--- config.mk ---
export PLATFORM = sky130hd
export DESIGN_NAME = port_led_indicator_mux
export DESIGN_NICKNAME = d
export VERILOG_FILES = /design/src/hw/port_led_indicator_mux.v
export VERILOG_INCLUDE_DIRS = /design/src /design/src/hw
export SDC_FILE = /design/constraint.sdc
export NUM_CORES = 1
export LEC_CHECK = 0
export BUFFER_PORTS_ARGS = -buffer_cell sky130_fd_sc_hd__buf_2
export CORE_UTILIZATION = 38
export DETAILED_ROUTE_END_ITERATION = 7
export PLACE_DENSITY = 0.8
export SLEW_MARGIN = 10
export SYNTH_ARGS = -nofsm -noshare
export SYNTH_HDL_FRONTEND = slang
export SYNTH_SLANG_ARGS = --single-unit
--- constraint.sdc ---
create_clock -name ref_clk -period 0.8 [get_ports ref_clk]
set_input_delay 0.2 -clock ref_clk [delete_from_list [all_inputs] [get_ports ref_clk]]
set_output_delay 0.2 -clock ref_clk [all_outputs]
set_load 0.05 [all_outputs]
--- src/hw/port_led_defines.vh ---
// Constants for the per-port status indicator multiplexer.
// Assumes inclusion by bare name from the indicator mux module.
// Behaviour
// - Port 1 has indicators 0..3, meaning picked by two-bit mode from two straps.
// - Port 2 uses the same four-mode mapping and the same shared mode straps.
// - Mode 00: ind2 link/activity, ind1 full duplex/collision, ind0 speed.
// - Mode 01: ind2 fast link/activity, ind1 slow link/activity, ind0 full duplex.
// - Modes 10/11: ind3 activity, ind2 link, ind1 duplex/collision, ind0 speed.
// - During hardware reset indicator lines 0..2 are test inputs, not driven.
`ifndef PORT_LED_DEFINES_VH
`define PORT_LED_DEFINES_VH

`define MODE_COMBINED     2'h0
`define MODE_SPLIT_SPEED  2'h1
`define MODE_SEPARATE_A   2'h2
`define MODE_SEPARATE_B   2'h3

`define IND_WIDTH         4
`define IND_RESET         4'h0
`define TEST_LINES        3

`endif

--- src/hw/port_led_indicator_mux.v ---
// Per-port status indicator multiplexer for a two-port switch.
// Assumes status inputs and straps are synchronous to ref_clk; indicators are
// active high and a high indicator output lights the lamp.
`timescale 1ns/1ps
`include "port_led_defines.vh"

module port_led_indicator_mux (
  input  wire       ref_clk,
  input  wire       rst,
  input  wire       display_mode_sel_hi,
  input  wire       display_mode_sel_lo,
  input  wire       port1Link,
  input  wire       port1Activity,
  input  wire       port1Fast,
  input  wire       port1FullDuplex,
  input  wire       port1Collision,
  input  wire       port2Link,
  input  wire       port2Activity,
  input  wire       port2Fast,
  input  wire       port2FullDuplex,
  input  wire       port2Collision,
  input  wire [2:0] port1TestIn,
  input  wire [2:0] port2TestIn,
  output reg  [2:0] port1TestCapture,
  output reg  [2:0] port2TestCapture,
  output wire       port1_indicator_0,
  output wire       port1_indicator_1,
  output wire       port1_indicator_2,
  output wire       port1_indicator_3,
  output wire       port2_indicator_0,
  output wire       port2_indicator_1,
  output wire       port2_indicator_2,
  output wire       port2_indicator_3,
  output wire [2:0] port1IndicatorOeN,
  output wire [2:0] port2IndicatorOeN
);

  // Straps are used live each cycle; a strap change shows one cycle later
  wire [1:0] displayMode;
  wire [3:0] port1Ind_d;
  wire [3:0] port2Ind_d;
  reg  [3:0] port1Ind_q;
  reg  [3:0] port2Ind_q;

  assign displayMode = {display_mode_sel_hi, display_mode_sel_lo};

  // Lit only while linked and traffic is seen; the source shapes the blink
  function linkActivity;
    input link;
    input act;
    begin
      linkActivity = link & act;
    end
  endfunction

  // Indicator 0: speed, or full duplex in the split-speed mode
  function ind0Value;
    input [1:0] mode;
    input       fast;
    input       fdx;
    begin
      case (mode)
        `MODE_COMBINED:
        begin
          ind0Value = fast;
        end
        `MODE_SPLIT_SPEED:
        begin
          ind0Value = fdx;
        end
        default:
        begin
          ind0Value = fast;
        end
      endcase
    end
  endfunction

  // Indicator 1: duplex or collision, or slow link in the split-speed mode
  function ind1Value;
    input [1:0] mode;
    input       link;
    input       act;
    input       fast;
    input       fdx;
    input       col;
    begin
      case (mode)
        `MODE_COMBINED:
        begin
          ind1Value = fdx | col;
        end
        `MODE_SPLIT_SPEED:
        begin
          ind1Value = linkActivity(link, act) & ~fast;
        end
        default:
        begin
          ind1Value = fdx | col;
        end
      endcase
    end
  endfunction

  // Indicator 2: link with activity, fast link, or plain link
  function ind2Value;
    input [1:0] mode;
    input       link;
    input       act;
    input       fast;
    begin
      case (mode)
        `MODE_COMBINED:
        begin
          ind2Value = linkActivity(link, act);
        end
        `MODE_SPLIT_SPEED:
        begin
          ind2Value = linkActivity(link, act) & fast;
        end
        default:
        begin
          ind2Value = link;
        end
      endcase
    end
  endfunction

  // Indicator 3 has no job in the two lower modes and stays dark there
  function ind3Value;
    input [1:0] mode;
    input       act;
    begin
      case (mode)
        `MODE_COMBINED:
        begin
          ind3Value = 1'h0;
        end
        `MODE_SPLIT_SPEED:
        begin
          ind3Value = 1'h0;
        end
        default:
        begin
          ind3Value = act;
        end
      endcase
    end
  endfunction

  // One mapping shared by both ports so the two can never drift apart
  function [3:0] mapIndicators;
    input [1:0] mode;
    input       link;
    input       act;
    input       fast;
    input       fdx;
    input       col;
    begin
      mapIndicators[3] = ind3Value(mode, act);
      mapIndicators[2] = ind2Value(mode, link, act, fast);
      mapIndicators[1] = ind1Value(mode, link, act, fast, fdx, col);
      mapIndicators[0] = ind0Value(mode, fast, fdx);
    end
  endfunction

  // Activity pulses are short; lamps blink at whatever rate the status source gives
  assign port1Ind_d = mapIndicators(displayMode, port1Link, port1Activity,
                                    port1Fast, port1FullDuplex, port1Collision);
  assign port2Ind_d = mapIndicators(displayMode, port2Link, port2Activity,
                                    port2Fast, port2FullDuplex, port2Collision);

  // Indicators are forced dark for the whole of reset
  always @(posedge ref_clk or posedge rst)
  begin
    if (rst)
    begin
      port1Ind_q <= `IND_RESET;
    end
    else
    begin
      port1Ind_q <= port1Ind_d;
    end
  end

  always @(posedge ref_clk or posedge rst)
  begin
    if (rst)
    begin
      port2Ind_q <= `IND_RESET;
    end
    else
    begin
      port2Ind_q <= port2Ind_d;
    end
  end

  // Test lines sampled while reset holds; the last value before release is kept.
  // No reset here on purpose: the capture must run while reset is high.
  always @(posedge ref_clk)
  begin
    if (rst)
    begin
      port1TestCapture <= port1TestIn;
    end
    else
    begin
      port1TestCapture <= port1TestCapture;
    end
  end

  always @(posedge ref_clk)
  begin
    if (rst)
    begin
      port2TestCapture <= port2TestIn;
    end
    else
    begin
      port2TestCapture <= port2TestCapture;
    end
  end

  // Active-low enables: lines 0..2 released to high impedance during reset
  assign port1IndicatorOeN = {`TEST_LINES{rst}};
  assign port2IndicatorOeN = {`TEST_LINES{rst}};

  assign port1_indicator_0 = port1Ind_q[0];
  assign port1_indicator_1 = port1Ind_q[1];
  assign port1_indicator_2 = port1Ind_q[2];
  assign port1_indicator_3 = port1Ind_q[3];
  assign port2_indicator_0 = port2Ind_q[0];
  assign port2_indicator_1 = port2Ind_q[1];
  assign port2_indicator_2 = port2Ind_q[2];
  assign port2_indicator_3 = port2Ind_q[3];

endmodule // port_led_indicator_mux

=== Yosys cells after proc, flatten, opt, wreduce, memory -nomap -nowiden ===
Index checks and enable logic that the tools add are counted.

* Equality and inequality tests: 1
* Mux-type cells: 8
* Bitwise operators: 10
* Reduce and logical (&&, ||, !) cells: 2

{| class="wikitable"
|+ Operators by type and width
! kind !! count
|-
| AND 1 bit || 6
|-
| two-way mux 1 bit || 6
|-
| case mux 1 bit (2 select lines) || 2
|-
| == test 2 x 1 -> 1 bit (second input constant) || 1
|-
| logical NOT 2 bit || 1
|-
| NOT 1 bit || 2
|-
| OR 1 bit || 2
|-
| OR reduction 2 bit || 1
|}

* Register bits after elaboration: 14
* Output and inout bits: 20
* Logic and storage cells: 25

=== Longest topological paths before layout ===
* Word-level depth: 3
* Depth in mapped cells: 3
* Mapped depth without buffers: 3

=== Worst setup path before layout ===
No wires, ideal clock.

* Path type: input to register
* Start point: in display_mode_sel_lo
* End point: reg port1Ind_q[0]
* Arrival: 0.677 ns
* Required time: 0.675 ns
* Setup slack: -0.002 ns
* Stages: 2
* Cells stage by stage: nor2b_4 mux2_4

* Longest elaborated chain between the ends: 2

{| class="wikitable"
|+ Ends and longest elaborated chain
! what !! RTL line !! text
|-
| start: declaration || port_led_indicator_mux.v:11 || <nowiki>input wire display_mode_sel_lo,</nowiki>
|-
| == test 2 x 1 -> 1 bit || port_led_indicator_mux.v:62 || <nowiki>case (mode)</nowiki>
|-
| two-way mux 1 bit || port_led_indicator_mux.v:62 ||
|-
| via port1Ind_d[0] || port_led_indicator_mux.v:40 || <nowiki>wire [3:0] port1Ind_d;</nowiki>
|-
| end signal: assignment || port_led_indicator_mux.v:178 || <nowiki>port1Ind_q <= `IND_RESET;</nowiki>
|-
| end signal: assignment || port_led_indicator_mux.v:182 || <nowiki>port1Ind_q <= port1Ind_d;</nowiki>
|-
| end: declaration || port_led_indicator_mux.v:42 || <nowiki>reg [3:0] port1Ind_q;</nowiki>
|}

The timed path passes the listed nets, and every way through them passes these cells.
A chain may end at the register's enable or synchronous reset.

=== Worst setup path after layout ===
* Start point: reg port2TestCapture[0]
* End point: out port2TestCapture[0]

{| class="wikitable"
|+ RTL lines
! what !! RTL line !! text
|-
| start: declaration || port_led_indicator_mux.v:25 || <nowiki>output reg [2:0] port2TestCapture,</nowiki>
|-
| start signal: assignment || port_led_indicator_mux.v:216 || <nowiki>port2TestCapture <= port2TestIn;</nowiki>
|-
| start signal: assignment || port_led_indicator_mux.v:220 || <nowiki>port2TestCapture <= port2TestCapture;</nowiki>
|}

No word-level cell between the ends.

==> summary.md <==
| Metric | Value |
|---|---|
| Hold WC Path Type | in -> async |
| PnR worst setup slack | -229 ps |
| CTS Root Cell | clkbuf_4 |
| Post-synth top flop | dfrtp_1 |
| Initial antenna violation count | 0 |
| # DRC | 0 |
| Status | finished, violations left |
| Worst Path Max Fanout | 1 |
| Psw | 543 uW |
| Slowest stage delay, CP | 390 ps |
| Mean post-synth cell area | 14.8 sq um |
| Power share of the sequential group | 0.478 |
| Largest net degree at the start of global routing | 9 |
| Per-cell routed wire length | 10.7 microns |
| Worst VDD drop | 1.00 mV |
| Max-Cap Viols | 0 |
| Hold Violations, Final | 0 |
| Drt pass-1 iters | 2 |
| Netlist cell types | 13 |
| Yosys warning total | 0 |
| Power per cell area | between 1500 and 2000 nW/um^2 |
| Port buffer count | 39 |
| Sw Ratio | 0.314 |
| Synth-to-Final Area Change | 62.3% |
| HPWL Detailed | 789 microns |
| Via count | approximately 420 |
| Type of destination of the critical path | output port |
| Placed Area | between 700 and 800 sq um |
| Failing checks | setup timing |
| Fin crit share | 1.29 |
| First-pass GRT wire length | 1400 microns |
| Arr. time, crit path | about 830 ps |
| Area of the multi-input gates | 131 sq um |
| Register area | 380 sq um |
| Worst Setup Start Kind | flop |
| Post-CTS Hold Buffers | 0 |
| Clk sinks | 14 |
| WS Path Type | reg -> out |
| Place WS | -153 ps |
| Clock power share | 0.209 |
| Post-synthesis sequential area ratio | 0.679 |
| Die ar. | between 1500 and 2000 sq um |
| Total CTS buffers | 3 |
| GRT Total Usage | 0.138 |
| Drt via density | 4.46 |
| Final net count | 100 |
| # diodes | 0 |
| Clock H-tree levels | 1 |
| Clk slew on worst S/H paths | 70 ps |
| Number of post-CTS setup repair buffers | 0 |
| EDFF count, synth | 6 |
| Final setup fails | 14 |
| CP Cell Sequence | buf_6 |
| Net count after synthesis | 58 |
| Site Rows | 13 |
| Synth Cell Area | 561 sq um |
| Minimum clock period | 1030 ps |
| Fmax | approximately 970 MHz |
| Synthesized netlist cell count | 38 |
| Die H | just over 40 microns |
| Max-slew violations | 0 |
| # fillers | around 100 |
| Final ANT Viol Nets | 0 |
| Die width | 40.4 microns |
| CP bufs+invs | 1 |
| Crit-path leading delay family | flip-flops |
| Starting density of the core | 0.420 |
| Clk buf depth | 2 |
| Routability cong. | 0.653 |
| FFs w/ async S/R, synth | 0.571 |
| Post-synth top cells | dfrtp_1 (8), buf_4 (6), edfxtp_1 (6) |
| Relative slew slack | 0.806 |
| Layout cells sized above 1 | 0.679 |
| Seq cells post-synth | 14 |
| RSZ-0062 raised after global routing | true |
| Synth area leader | dfrtp_1 |
| Vias in the first global route | ~350 |
| DR iter-0 viols | 8 |
| Top cells by area, synth | dfrtp_1 (36%), edfxtp_1 (32%), buf_4 (8.0%) |
| Cell leakage power | 0.000442 uW |
| Slowest CP cell | edfxtp_1 |
| Post-route cell area | 910 sq um |
| Routed WL | slightly below 1000 microns |
| Worst Path Required | 600 ps |
| Internal Power | 1190 uW |
| Worst-Margin Slew | 290 ps |
| Top-area cell type share of the netlist area | 0.357 |
| CTS tree | built |
| Core footprint | 1330 sq um |
| Comb pwr share | 0.312 |
| I/O Pins | 40 |
| Total gr overflow | 0 |
| Most common cell in the netlist | dfrtp_1 |
## what timing repair did
item | CTS | global route
hold endpoints to repair | 0 | 0
endpoints found under the setup margin | 20 | 20
resized for setup | 34 | 7
## logic make-up (layout without fill, tap and decap cells)
group / Yosys count / in the layout / synth area share
and+or+nand+nor: 9 / 9 / 0.109
buffers and inverters: 7 / 47 / 0.0870
muxes: 2 / 2 / 0.0536
AOI/OAI and AO/OA: 6 / 6 / 0.0714
DFF: 14 / 14 / 0.679
## power groups by stage
stage	clock network, uW	registers [uW]	logic [uW]
2_1_floorplan	0	1020	136
3_3_place_gp	0	830	451
5_1_grt	400	834	570
3_5_place_dp	0	831	457
4_1_cts	380	829	530
6_report	363	829	541
## metrics by stage
step / hold slack, ps / power (uW) / util / setup TNS, ps / std cells
after detailed placement: 360 / 1290 / 0.569 / -552 / 90
final: 108 / 1730 / 0.682 / -2790 / 93
after global routing: 96.6 / 1800 / 0.682 / -3230 / 93
after global placement: 349 / 1280 / 0.569 / -438 / 90
after CTS: 80.5 / 1740 / 0.663 / -2960 / 93
after floorplan: 15.7 / 1160 / - / -7.94 / 38
## cell type report
type,instances,area share
well taps,15,0.0206
flip-flops and latches,14,0.418
multi-input cells,17,0.144
inverters,1,0.00413
clock buffers,3,0.0248
repair buffers,43,0.388
## state kept, by name, summed over array words and instances (netlist names)
name / count
port1TestCapture: 3
port2TestCapture: 3
port1Ind_q: 4
port2Ind_q: 4
## placed cells by master (no fill, tap or decap), drive strengths merged
master  count
a21oi       2
and2        2
buf        42
clkbuf      4
dfrtp       8
edfxtp      6
inv         1
mux2        2
nand2       2
nand2b      2
nor2b       3
o21ai       2
o31a        2
## routing by layer
metal | wire length [microns] | GRT usage | vias up
li1 | - | - | 207
met1 | 388 | 0.171 | 175
met2 | 499 | 0.206 | 33
met3 | 104 | 0.0333 | 0
met4 | 0 | 0.100 | 0
met5 | 0 | 0 | -
## final timing paths
check / start / end / cells after the start
max: port2TestCapture[0]$_DFFE_PP_ / port2TestCapture[0] / 1
min: rst / port1Ind_q[1]$_DFF_PP0_ / 3
max in group asynchronous: rst / port1Ind_q[3]$_DFF_PP0_ / 3
min in group ref_clk: port1TestIn[2] / port1TestCapture[2]$_DFFE_PP_ / 1
## worst min-delay path, delay by kind of cell
kind	cells	cell delay (ps)
buf+inv	3	570
(Power assumes the default switching activity.)
